### src/verilog/gpio_od_pkg.sv
// Constants and carrier types for the open-drain and alternate function port block
package gpio_od_pkg;
  localparam int          NUM_PORTS    = 4;
  localparam int          PORT_WIDTH   = 8;
  localparam logic [1:0]  PORT_A       = 2'h0;
  localparam logic [1:0]  PORT_B       = 2'h1;
  localparam logic [1:0]  PORT_C       = 2'h2;
  localparam logic [1:0]  PORT_D       = 2'h3;
  // Subregister indices written to the port address register
  localparam logic [7:0]  IDX_ALT_EN   = 8'h02;
  localparam logic [7:0]  IDX_OPEN_DRN = 8'h03;
  localparam logic [7:0]  IDX_AFS_ONE  = 8'h07;
  localparam logic [7:0]  IDX_AFS_TWO  = 8'h08;
  // Reset values
  localparam logic [7:0]  RST_ADDR     = 8'h00;
  localparam logic [7:0]  RST_OPEN_DRN = 8'h00;
  localparam logic [7:0]  RST_ALT_EN   = 8'h00;
  localparam logic [7:0]  RST_AFS      = 8'h00;
  // Port C selection bit positions and the port D reset bit
  localparam int          PC_ANALOG_IN_FOUR_BIT  = 0;
  localparam int          PC_ANALOG_IN_FIVE_BIT  = 1;
  localparam int          PC_ANALOG_IN_SIX_BIT  = 2;
  localparam int          PC_COMPARATOR_RESULT_OUT_BIT  = 3;
  localparam int          PD_RESET_BIT = 0;

  // Output request for one pin: level and drive enable
  typedef struct packed {
    logic val;
    logic en;
  } pin_req_t;

  // Register access strobes from the core
  typedef struct packed {
    logic [1:0] port;
    logic       addr_wr;
    logic       ctl_wr;
    logic       ctl_rd;
    logic [7:0] wdata;
  } reg_req_t;
endpackage

### src/verilog/pin_driver.sv
// Pin driver for one pin with open-drain control
`timescale 1ns/1ps
module pin_driver (
  input  wire logic                 sys_clk,
  input  wire logic                 rst,
  input  wire gpio_od_pkg::pin_req_t req,
  input  wire logic                 open_drain,
  output logic                      pin_out,
  output logic                      pin_oe
);
  // Registered driver; open drain only ever pulls low
  always_ff @(posedge sys_clk) begin
    if (rst) begin
      pin_out <= 1'b0;
      pin_oe  <= 1'b0;
    end else if (open_drain) begin
      pin_out <= 1'b0;
      pin_oe  <= req.en & ~req.val;
    end else begin
      pin_out <= req.val;
      pin_oe  <= req.en;
    end
  end

  // Checks on the driver
  never_drive_high_a: assert property (@(posedge sys_clk) disable iff (rst)
    open_drain |=> !(pin_oe && pin_out))
    else $error("open-drain pin driven high");
  od_pull_low_a: assert property (@(posedge sys_clk) disable iff (rst)
    (open_drain && req.en && !req.val) |=> (pin_oe && !pin_out))
    else $error("open-drain pin not pulled low");
  od_release_a: assert property (@(posedge sys_clk) disable iff (rst)
    (open_drain && req.val) |=> !pin_oe)
    else $error("open-drain pin not released");
  push_pull_a: assert property (@(posedge sys_clk) disable iff (rst)
    (!open_drain && req.en) |=> (pin_oe && pin_out == $past(req.val)))
    else $error("push-pull pin wrong");
endmodule

### src/verilog/port_drain_altfunc.sv
// Port open-drain and alternate function selection, reached by indexed subregisters
`timescale 1ns/1ps
// Summary of operation
// Index 03H routes control accesses to open-drain
// Open-drain bit set never drives pin high
// Open-drain also applies to alternate function outputs
// Open-drain works independent of alternate enable
// Port A and D0 enable selects sole function
// Ports B, C keep unused second choice register
// Port C choice bits select analog, comparator
// D0 defaults to reset input function
// Open-drain pulls low or releases pin
module port_drain_altfunc (
  input  wire logic                  sys_clk,
  input  wire logic                  rst,
  input  wire gpio_od_pkg::reg_req_t bus,
  output logic [7:0]                 rdata_q,
  input  wire logic [3:0][7:0]       port_val,
  input  wire logic [3:0][7:0]       port_en,
  input  wire logic [3:0][7:0]       alt_val,
  input  wire logic [3:0][7:0]       alt_en,
  output logic [3:0][7:0]            pin_out,
  output logic [3:0][7:0]            pin_oe,
  output logic                       analog_in_four_sel,
  output logic                       analog_in_five_sel,
  output logic                       analog_in_six_sel,
  output logic                       comparator_result_out_sel,
  output logic                       portd_pin0_reset_sel
);
  logic [3:0][7:0] addr_q;
  logic [3:0][7:0] od_q;
  logic [3:0][7:0] afen_q;
  logic [3:0][7:0] altfunc_choice_reg_one_q;
  logic [3:0][7:0] altfunc_choice_reg_two_q;
  logic [3:0][7:0] alt_act;
  logic [7:0]      rdata_d;
  logic [7:0]      cur_idx;

  // True when the port carries the choice registers
  function automatic logic has_choice(input logic [1:0] p);
    has_choice = (p == gpio_od_pkg::PORT_B) || (p == gpio_od_pkg::PORT_C);
  endfunction

  // Write strobe for one subregister of the selected port
  function automatic logic sub_wr(input gpio_od_pkg::reg_req_t b, input logic [7:0] idx,
                                  input logic [7:0] want);
    sub_wr = b.ctl_wr && (idx == want);
  endfunction

  assign cur_idx = addr_q[bus.port];

  // Port address registers
  always_ff @(posedge sys_clk) begin
    if (rst) begin
      addr_q <= {4{gpio_od_pkg::RST_ADDR}};
    end else if (bus.addr_wr) begin
      addr_q[bus.port] <= bus.wdata;
    end
  end

  // Open-drain subregisters
  // Only index 03H reaches the drain bits; other indices leave them alone
  always_ff @(posedge sys_clk) begin
    if (rst) begin
      od_q <= {4{gpio_od_pkg::RST_OPEN_DRN}};
    end else if (sub_wr(bus, cur_idx, gpio_od_pkg::IDX_OPEN_DRN)) begin
      od_q[bus.port] <= bus.wdata;
    end
  end

  // Alternate function enable subregisters
  always_ff @(posedge sys_clk) begin
    if (rst) begin
      afen_q <= {4{gpio_od_pkg::RST_ALT_EN}};
    end else if (sub_wr(bus, cur_idx, gpio_od_pkg::IDX_ALT_EN)) begin
      afen_q[bus.port] <= bus.wdata;
    end
  end

  // Choice registers exist only on ports B and C
  // Writes on ports A and D are dropped, so their choice indices read zero
  always_ff @(posedge sys_clk) begin
    if (rst) begin
      altfunc_choice_reg_one_q <= {4{gpio_od_pkg::RST_AFS}};
      altfunc_choice_reg_two_q <= {4{gpio_od_pkg::RST_AFS}};
    end else if (has_choice(bus.port)) begin
      if (sub_wr(bus, cur_idx, gpio_od_pkg::IDX_AFS_ONE)) begin
        altfunc_choice_reg_one_q[bus.port] <= bus.wdata;
      end
      if (sub_wr(bus, cur_idx, gpio_od_pkg::IDX_AFS_TWO)) begin
        altfunc_choice_reg_two_q[bus.port] <= bus.wdata;
      end
    end
  end

  // Read mux, unknown index reads zero
  always_comb begin
    rdata_d = 8'h00;
    unique case (cur_idx)
      gpio_od_pkg::IDX_OPEN_DRN: rdata_d = od_q[bus.port];
      gpio_od_pkg::IDX_ALT_EN:   rdata_d = afen_q[bus.port];
      gpio_od_pkg::IDX_AFS_ONE:  rdata_d = altfunc_choice_reg_one_q[bus.port];
      gpio_od_pkg::IDX_AFS_TWO:  rdata_d = altfunc_choice_reg_two_q[bus.port];
      default:                   rdata_d = 8'h00;
    endcase
  end

  // Read data captured on the read strobe
  always_ff @(posedge sys_clk) begin
    if (rst) begin
      rdata_q <= 8'h00;
    end else if (bus.ctl_rd) begin
      rdata_q <= rdata_d;
    end
  end

  // Which pins carry an alternate function
  always_comb begin
    alt_act = afen_q;
    alt_act[gpio_od_pkg::PORT_C] = 8'h00;
    alt_act[gpio_od_pkg::PORT_C][gpio_od_pkg::PC_ANALOG_IN_FOUR_BIT] =
      afen_q[2][gpio_od_pkg::PC_ANALOG_IN_FOUR_BIT] & altfunc_choice_reg_one_q[2][gpio_od_pkg::PC_ANALOG_IN_FOUR_BIT];
    alt_act[gpio_od_pkg::PORT_C][gpio_od_pkg::PC_ANALOG_IN_FIVE_BIT] =
      afen_q[2][gpio_od_pkg::PC_ANALOG_IN_FIVE_BIT] & altfunc_choice_reg_one_q[2][gpio_od_pkg::PC_ANALOG_IN_FIVE_BIT];
    alt_act[gpio_od_pkg::PORT_C][gpio_od_pkg::PC_ANALOG_IN_SIX_BIT] =
      afen_q[2][gpio_od_pkg::PC_ANALOG_IN_SIX_BIT] & altfunc_choice_reg_one_q[2][gpio_od_pkg::PC_ANALOG_IN_SIX_BIT];
    alt_act[gpio_od_pkg::PORT_C][gpio_od_pkg::PC_COMPARATOR_RESULT_OUT_BIT] =
      afen_q[2][gpio_od_pkg::PC_COMPARATOR_RESULT_OUT_BIT] & ~altfunc_choice_reg_one_q[2][gpio_od_pkg::PC_COMPARATOR_RESULT_OUT_BIT];
  end

  // Selection outputs to the analog, comparator and reset logic
  always_ff @(posedge sys_clk) begin
    if (rst) begin
      analog_in_four_sel        <= 1'b0;
      analog_in_five_sel        <= 1'b0;
      analog_in_six_sel         <= 1'b0;
      comparator_result_out_sel <= 1'b0;
      portd_pin0_reset_sel      <= 1'b1;
    end else begin
      analog_in_four_sel        <= alt_act[2][gpio_od_pkg::PC_ANALOG_IN_FOUR_BIT];
      analog_in_five_sel        <= alt_act[2][gpio_od_pkg::PC_ANALOG_IN_FIVE_BIT];
      analog_in_six_sel         <= alt_act[2][gpio_od_pkg::PC_ANALOG_IN_SIX_BIT];
      comparator_result_out_sel <= alt_act[2][gpio_od_pkg::PC_COMPARATOR_RESULT_OUT_BIT];
      // D0 sole alternate is the reset input itself, so it stays selected
      portd_pin0_reset_sel      <= ~afen_q[3][gpio_od_pkg::PD_RESET_BIT] ? 1'b1
                                   : alt_act[3][gpio_od_pkg::PD_RESET_BIT];
    end
  end

  // One driver per pin; open-drain acts after the function mux
  for (genvar p = 0; p < gpio_od_pkg::NUM_PORTS; p++) begin : g_port
    for (genvar i = 0; i < gpio_od_pkg::PORT_WIDTH; i++) begin : g_pin
      gpio_od_pkg::pin_req_t req;
      // One assign for the whole struct so the request has a single driver
      assign req = alt_act[p][i] ? {alt_val[p][i], alt_en[p][i]}
                                 : {port_val[p][i], port_en[p][i]};
      pin_driver u_drv (
        .sys_clk    (sys_clk),
        .rst        (rst),
        .req        (req),
        .open_drain (od_q[p][i]),
        .pin_out    (pin_out[p][i]),
        .pin_oe     (pin_oe[p][i])
      );
    end
  end

  // Checks on register routing and selection
  od_write_route_a: assert property (@(posedge sys_clk) disable iff (rst)
    (bus.ctl_wr && cur_idx == 8'h03) |=> (od_q[$past(bus.port)] == $past(bus.wdata)))
    else $error("open-drain write not routed");
  od_read_route_a: assert property (@(posedge sys_clk) disable iff (rst)
    (bus.ctl_rd && cur_idx == 8'h03) |=> (rdata_q == $past(od_q[bus.port])))
    else $error("open-drain read wrong");
  alt_od_drive_a: assert property (@(posedge sys_clk) disable iff (rst)
    (afen_q[0][0] && od_q[0][0] && alt_en[0][0] && alt_val[0][0]) |=> !pin_oe[0][0])
    else $error("alternate output drove open-drain pin");
  od_no_alt_a: assert property (@(posedge sys_clk) disable iff (rst)
    (!afen_q[1][0] && od_q[1][0]) |=> !(pin_oe[1][0] && pin_out[1][0]))
    else $error("open-drain ignored without alternate");
  porta_choice_a: assert property (@(posedge sys_clk) disable iff (rst)
    (bus.ctl_wr && bus.port == 2'h0 && cur_idx == 8'h07) |=> altfunc_choice_reg_one_q[0] == 8'h00)
    else $error("port A choice register written");
  comparator_result_out_select_a: assert property (@(posedge sys_clk) disable iff (rst)
    comparator_result_out_sel == $past(afen_q[2][3] && !altfunc_choice_reg_one_q[2][3]))
    else $error("comparator output select wrong");
  afs_two_ignored_a: assert property (@(posedge sys_clk) disable iff (rst)
    analog_in_four_sel == $past(afen_q[2][0] && altfunc_choice_reg_one_q[2][0]))
    else $error("analog select uses wrong bits");
  d0_reset_def_a: assert property (@(posedge sys_clk)
    rst |=> portd_pin0_reset_sel)
    else $error("pin D0 not reset function after reset");

  // Routing, retention and per-pin function checks
  addr_route_a: assert property (@(posedge sys_clk) disable iff (rst)
    bus.addr_wr |=> (addr_q[$past(bus.port)] == $past(bus.wdata)))
    else $error("port address write lost");
  od_keep_a: assert property (@(posedge sys_clk) disable iff (rst)
    (bus.ctl_wr && cur_idx != gpio_od_pkg::IDX_OPEN_DRN) |=> $stable(od_q))
    else $error("open-drain changed by other index");
  rd_hold_a: assert property (@(posedge sys_clk) disable iff (rst)
    !bus.ctl_rd |=> $stable(rdata_q))
    else $error("read data changed without read");
  portd_choice_a: assert property (@(posedge sys_clk) disable iff (rst)
    (bus.ctl_wr && bus.port == gpio_od_pkg::PORT_D && cur_idx == gpio_od_pkg::IDX_AFS_ONE)
    |=> (altfunc_choice_reg_one_q[gpio_od_pkg::PORT_D] == 8'h00))
    else $error("port D choice register written");
  d0_alt_drive_a: assert property (@(posedge sys_clk) disable iff (rst)
    (afen_q[3][0] && !od_q[3][0] && alt_en[3][0])
    |=> (pin_oe[3][0] && pin_out[3][0] == $past(alt_val[3][0])))
    else $error("pin D0 alternate output not driven");
  afs_two_unused_a: assert property (@(posedge sys_clk) disable iff (rst)
    (bus.ctl_wr && cur_idx == gpio_od_pkg::IDX_AFS_TWO) |=> $stable(alt_act))
    else $error("second choice register changed selection");
  pc_reserved_a: assert property (@(posedge sys_clk) disable iff (rst)
    (afen_q[2][4] && !od_q[2][4]) |=> (pin_oe[2][4] == $past(port_en[2][4])))
    else $error("reserved port C pin not plain output");
  od_set_c: cover property (@(posedge sys_clk) disable iff (rst)
    bus.ctl_wr && cur_idx == 8'h03 && bus.wdata != 8'h00);
  comparator_result_out_on_c: cover property (@(posedge sys_clk) disable iff (rst) comparator_result_out_sel);
  ana_on_c: cover property (@(posedge sys_clk) disable iff (rst) analog_in_six_sel);
  afs_two_wr_c: cover property (@(posedge sys_clk) disable iff (rst)
    bus.ctl_wr && cur_idx == gpio_od_pkg::IDX_AFS_TWO);
  od_alt_c: cover property (@(posedge sys_clk) disable iff (rst)
    (od_q[0] & afen_q[0]) != 8'h00);
endmodule

### config.mk
export PLATFORM = sky130hd
export DESIGN_NAME = port_drain_altfunc
export DESIGN_NICKNAME = d
export VERILOG_FILES = /design/src/verilog/gpio_od_pkg.sv /design/src/verilog/pin_driver.sv /design/src/verilog/port_drain_altfunc.sv
export SDC_FILE = /design/constraint.sdc
export NUM_CORES = 1
export LEC_CHECK = 0
export BUFFER_PORTS_ARGS = -buffer_cell sky130_fd_sc_hd__buf_2
export CAP_MARGIN = 20
export CORE_MARGIN = 2
export CORE_UTILIZATION = 59
export DETAILED_ROUTE_END_ITERATION = 8
export GPL_ROUTABILITY_DRIVEN = 0
export PLACE_DENSITY = 0.85
export RECOVER_POWER = 50
export SLEW_MARGIN = 10
export SYNTH_ARGS = -nofsm -noshare
export SYNTH_HDL_FRONTEND = slang
export SYNTH_HIERARCHICAL = 1
export SYNTH_SLANG_ARGS = --single-unit
export TNS_END_PERCENT = 10
### constraint.sdc
create_clock -name sys_clk -period 6.16 [get_ports sys_clk]
set_input_delay 0.308 -clock sys_clk [delete_from_list [all_inputs] [get_ports sys_clk]]
set_output_delay 0.308 -clock sys_clk [all_outputs]
set_load 0.02 [all_outputs]
Yosys cells after proc, flatten, opt, wreduce, memory -nomap -nowiden
Index checks and enable logic that the tools add are counted.
Widths: inputs -> output; s select.
{"block": "word_totals", "regBits": 236, "input_bits": 143, "elab_cells": 284}
{"block": "op_classes", "magnitude_cmp": 2, "n_eq_ne": 6, "muxes": 78, "bitwise_logic": 69, "n_reduce_logical": 40}
{"op": "$bwmux 32", "count": 5}
{"op": "$bmux 8 s2", "count": 5}
{"op": "$reduce_or 2->1", "count": 32}
{"op": "$mux 2", "count": 28}
{"op": "$mux 8", "count": 6}
{"op": "$and 1x1->1", "count": 36}
{"op": "$not 1->1", "count": 33}
{"op": "$mux 1", "count": 32}
{"op": "$pmux 8 s4", "count": 1}
{"op": "$demux 8 s2", "count": 1}
{"op": "$eq 8x2->1 const B", "count": 2}
{"op": "$eq 8x3->1 const B", "count": 1}
{"op": "$eq 8x4->1 const B", "count": 1}
{"op": "$logic_and 1x1->1", "count": 5}
{"op": "$reduce_and 2->1", "count": 2}
{"op": "$lt 2x3->1 const B", "count": 1}
{"op": "$eq 2x1->1 const B", "count": 1}
{"op": "$eq 2x2->1 const B", "count": 1}
{"op": "$ge 2x1->1 const B", "count": 1}
{"op": "$logic_or 1x1->1", "count": 1}

Depth between registers and ports, before layout
{"block": "logic_depth", "ltp_word": 6, "ltp_mapped": 12, "mapped_depth_nobuf": 6}

Modules after synthesis
Netlist, hierarchy kept.
{"mod": "port_drain_altfunc", "n_inst": 1, "cells_each": 777, "area_each_um2": 8090.3, "seq_area_each_um2": 3443.3}
{"mod": "pin_driver", "n_inst": 32, "cells_each": 5, "area_each_um2": 68.8, "seq_area_each_um2": 40.0}

Least setup slack after synthesis
No wires, ideal clock.
{"block": "synth_timing", "path_type": "input -> register", "start": "input bus[12] in the netlist's numbering", "end": "register altfunc_choice_reg_one_q[15] in the netlist's numbering", "setup_ns": 0.128, "arrival_time_ns": 2.510, "t_required_ns": 6.032, "path_slack_ns": 3.522, "cell_stages": 9, "n_path_buf": 4, "path_cell_list": "buf_2 -> buf_2 -> buf_1 -> inv_1 -> ha_1 -> buf_1 -> nand4_2 -> mux2i_1 -> nor2_1"}
{"block": "synth_between", "elab_chain_len": 5}
{"element": "start, declared", "line": "port_drain_altfunc.sv:16", "source": "input wire gpio_od_pkg::reg_req_t bus,"}
{"element": "$lt 2x3->1 (not written as such) (tied with other cells)", "line": "port_drain_altfunc.sv:88", "source": "altfunc_choice_reg_one_q[bus.port] <= bus.wdata;"}
{"element": "$logic_and 1x1->1 (not written as such) / $mux 8 (equally long branches)", "line": "port_drain_altfunc.sv:88, port_drain_altfunc.sv:50"}
{"element": "$mux 8 (not written as such) / $eq 8x3->1 (equally long branches)", "line": "port_drain_altfunc.sv:88, port_drain_altfunc.sv:47"}
{"element": "$demux 8 s2 / $logic_and 1x1->1 (equally long branches)", "line": "port_drain_altfunc.sv:88, port_drain_altfunc.sv:47"}
{"element": "$bwmux 32 / $reduce_and 2->1 (equally long branches)"}
{"element": "end signal, assigned", "line": "port_drain_altfunc.sv:84", "source": "altfunc_choice_reg_one_q <= {4{gpio_od_pkg::RST_AFS}};"}
{"element": "end signal, assigned by index", "line": "port_drain_altfunc.sv:88"}
{"element": "end, declared", "line": "port_drain_altfunc.sv:33", "source": "logic [3:0][7:0] altfunc_choice_reg_one_q;"}
Several ways; a longest one is shown, not always the timed one. The select of a mux whose other input is x is not followed.
A chain may end at the register's enable or synchronous reset.

Worst setup path in the final report
{"block": "layout_timing", "start": "input bus[12] in the netlist's numbering", "end": "register altfunc_choice_reg_two_q[12] in the netlist's numbering"}
{"block": "layout_between", "elab_chain_len": 5}
{"element": "$lt 2x3->1 (not written as such) (tied with other cells)", "line": "port_drain_altfunc.sv:91", "source": "altfunc_choice_reg_two_q[bus.port] <= bus.wdata;"}
{"element": "$logic_and 1x1->1 (not written as such) / $mux 8 (equally long branches)", "line": "port_drain_altfunc.sv:91, port_drain_altfunc.sv:50"}
{"element": "$mux 8 (not written as such) / $eq 8x4->1 (equally long branches)", "line": "port_drain_altfunc.sv:91, port_drain_altfunc.sv:47"}
{"element": "$demux 8 s2 / $logic_and 1x1->1 (equally long branches)", "line": "port_drain_altfunc.sv:91, port_drain_altfunc.sv:47"}
{"element": "$bwmux 32 / $reduce_and 2->1 (equally long branches)"}
{"element": "end signal, assigned", "line": "port_drain_altfunc.sv:85", "source": "altfunc_choice_reg_two_q <= {4{gpio_od_pkg::RST_AFS}};"}
{"element": "end signal, assigned by index", "line": "port_drain_altfunc.sv:91"}
{"element": "end, declared", "line": "port_drain_altfunc.sv:34", "source": "logic [3:0][7:0] altfunc_choice_reg_two_q;"}
Several ways; a longest one is shown, not always the timed one. The select of a mux whose other input is x is not followed.

==> impl_metrics.py <==
metrics = {
    "route": {
        "wl_met1_um": 10130,
        "wire_per_inst_um": 18.63,
        "drtAntennaViolNets": 0,
        "first_iter_violations": 443,
        "maxUsedRoutingLayer": "met5",
        "wl_met2_um": 12380,
        "vias": 7737,
        "routed_via_density": 5.718,
        "dr_wl_met3_um": 1764,
        "routed_wirelength_um": 25210,
        "drc": 0,
        "dr.pass1.iters": 5,
    },
    "sta": {
        "fin_crit_ps": 4278,
        "drv_slew": 121,
        "slew_headroom": -0.4138,
        "worstMarginPinSlew_ps": 2121,
        "hold_ws_ps": 18.60,
        "finClkSkew_ps": 13.18,
        "fin_ws_ps": 1882,
        "fmax_mhz": 233.8,
        "rsz0062_at_grt": "false",
        "finalCritPeriodShare": 0.6945,
        "hold_viol_final": 0,
        "finalSetupTns_ps": 0,
        "setup_viol": 0,
    },
    "layout": {
        "area_delta_synth_final_pct": 15.41,
        "drive_gt1_frac": 0.2535,
        "final_cell_count_no_fill": 1353,
        "antenna_cells": 0,
        "nets": 1261,
    },
    "pwr": {
        "p_total_mw": 3.255,
        "power.density_mw_per_mm2": 274.0,
        "vdd_drop_max_mv": 0.1926,
        "leakagePower_nw": 5.613,
    },
    "global_route": {
        "track_usage": 0.2593,
        "grt_max_degree": 142,
        "antenna_found_initial": 1,
        "grt_pass1_vias": 7289,
        "grt_pass1_wl_um": 37490,
        "grt_overflow": 0,
    },
    "setup_path": {
        "start_kind": "input port",
        "cp-end-kind": "flop",
        "cp.required_ps": 6470,
        "cpLargestDelayFamily": "buffers and inverters",
        "max_stage_delay_ps": 1500,
        "path_class": "in2reg",
        "crit_chain": "buf_2, clkbuf_1, mux4_2, nor4b_4, nand4_2, mux2i_1, nor2_1",
        "arrival_ps": 4590,
        "cp_num_buf_inv": 2,
        "crit_slowest_cell": "clkbuf_1",
        "cp_max_fo": 28,
    },
    "clocking": {
        "tritoncts": "built",
        "cts_setup_buffers": 0,
        "cts-root-buf": "clkbuf_16",
        "htreeDepth": 1,
        "cts_buffer_depth": 3,
        "cts_buffers": 24,
        "cts_resized": 0,
        "clock_latency_ps": 510,
        "cts_sinks": 236,
        "clk_pin_slew_ps": 60,
    },
    "place": {
        "dp_hpwl_um": 16620,
        "place_inst": 1308,
        "dp_slack_ps": 2109,
        "io_buffers": 210,
    },
    "synthesis": {
        "yosysSeqAreaShare": 0.4590,
        "synth_area_leaders": "dfxtp_1 (46%), mux2i_1 (13%), mux4_2 (8.1%)",
        "synth_top_area_cell": "dfxtp_1",
        "ys_seq_elements": 236,
        "synthesis.nets": 1084,
        "syn_avg_cell_area_sq_um": 10.98,
        "synth_ff_type": "dfxtp_1",
        "ys_warn_count": 6,
        "synth-async-reset-ratio": 0,
        "synth-edff-count": 0,
        "synthCells": 937,
        "syn_area_sq_mm": 0.01029,
        "netlist.area_leader.share": 0.4590,
        "yosysUniqueCellTypes": 35,
    },
    "die": {
        "dieArea_sq_mm": 0.01852,
        "die-width_um": 136.1,
        "dieHeight_um": 136.1,
        "start_util": 0.5992,
        "core_sq_mm": 0.01718,
        "io_pins": 220,
        "row_count": 48,
    },
    "run_status": {
        "outcome": "finished, violations left",
        "violations": "capacitance limit, slew limit",
    },
    "job": {
        "max_cap_viol_count": 3,
    },
    "worst_hold_path": {
        "hold_path_class": "in2reg",
    },
}
[metrics by stage]
stage,util,cell area (sq um)
finish,0.6916,11880
global route,0.6916,11880
CTS,0.7100,12200
detailed placement,0.6623,11380
global placement,0.6623,11380
floorplan,-,10290
[area by class of cell]
| class | count | area (sq um) |
|---|---|---|
| clock inverters | 2 | 35.03 |
| fillers | 1312 | 5298 |
| multi-input cells | 598 | 4933 |
| repair buffers | 219 | 1028 |
| flip-flops and latches | 236 | 4725 |
| inverters | 35 | 131.4 |
| well taps | 225 | 281.5 |
| clock buffers | 38 | 744.5 |
[metal layers]
layer	global-route usage	vias up
met5	0	-
met4	0.1036	2
met3	0.04847	72
met2	0.4439	321
met1	0.3232	3691
li1	-	3651
[report_power, final]
group,switching (mW),internal (mW),leakage [nW]
combinational,0.162,0.0974,3.31
sequential,0.0108,1.56,1.92
clock,0.565,0.862,0.384
[worst register-to-register path, stage by stage, from the launching register on]
cell     delay, ps
dfxtp_1        320
mux4_2         760
nor4b_4        820
nand4_2        510
mux2i_1        320
nor2_1          60
[sequential cells by signal (all words and copies together), names as in the netlist]
name	cells
addr_q	32
altfunc_choice_reg_one_q	32
altfunc_choice_reg_two_q	32
g_port.g_pin.u_drv/pin_out	32
rdata_q	8
analog_in_four_sel	1
analog_in_five_sel	1
afen_q	32
comparator_result_out_sel	1
od_q	32
analog_in_six_sel	1
g_port.g_pin.u_drv/pin_oe	32
[synth_stat cells, types with 3 or more instances]
master      n
inv_1      35
ha_1        4
buf_2      11
mux4_2     37
mux2i_1   135
and2_1      5
buf_1       5
o21ai_0     7
nor4_1      4
nand3_1    32
a21oi_1    32
a211oi_2   32
mux2_2     57
nor2_1    139
a221oi_1    7
dfxtp_1   236
nand4b_1    4
buf_4       3
nand4_2    11
nand2_1    48
nor3b_2    32
clkbuf_1   48
[cells in the final DEF (no fill, tap or decap), drive strengths merged, types with 32 or more instances in the layout]
cell	Yosys	final
dfxtp	236	236
nand3	32	32
nor2	139	139
nand2	48	48
a211oi	32	32
mux2	57	57
nor3b	33	33
mux2i	135	135
a21oi	32	32
clkbuf	48	118
inv	35	35
buf	20	135
mux4	37	37
[final timing paths]
check,from,endpoint,slack [ps],cells past startpoint
setup / recovery,bus[12],altfunc_choice_reg_two_q[12],1880,7
hold / removal,port_en[23],g_port[2].g_pin[7].u_drv/pin_oe,20,3
setup reg to reg,addr_q[16],altfunc_choice_reg_two_q[12],3180,5
hold reg to reg,rdata_q[2],rdata_q[2],450,2
[repair_timing]
action	4_1_cts	5_1_grt
endpoints found under the hold margin	4	0
hold buffers	4	0
endpoints found under the setup margin	0	0
[kinds of logic (layout without fill, tap and decap cells)]
family | after synthesis | count (layout) | share of synthesized area
AO/OA/AOI/OAI | 82 | 82 | 0.06722
AND/OR/NAND/NOR | 282 | 282 | 0.1532
multiplexers | 229 | 229 | 0.2746
flip-flops | 236 | 236 | 0.4590
other | 1 | 1 | 0.0003643
buffers and inverters | 103 | 294 | 0.04072
adder cells (fa/ha/maj) | 4 | 4 | 0.004863
Power figures use the tool's default switching activity.
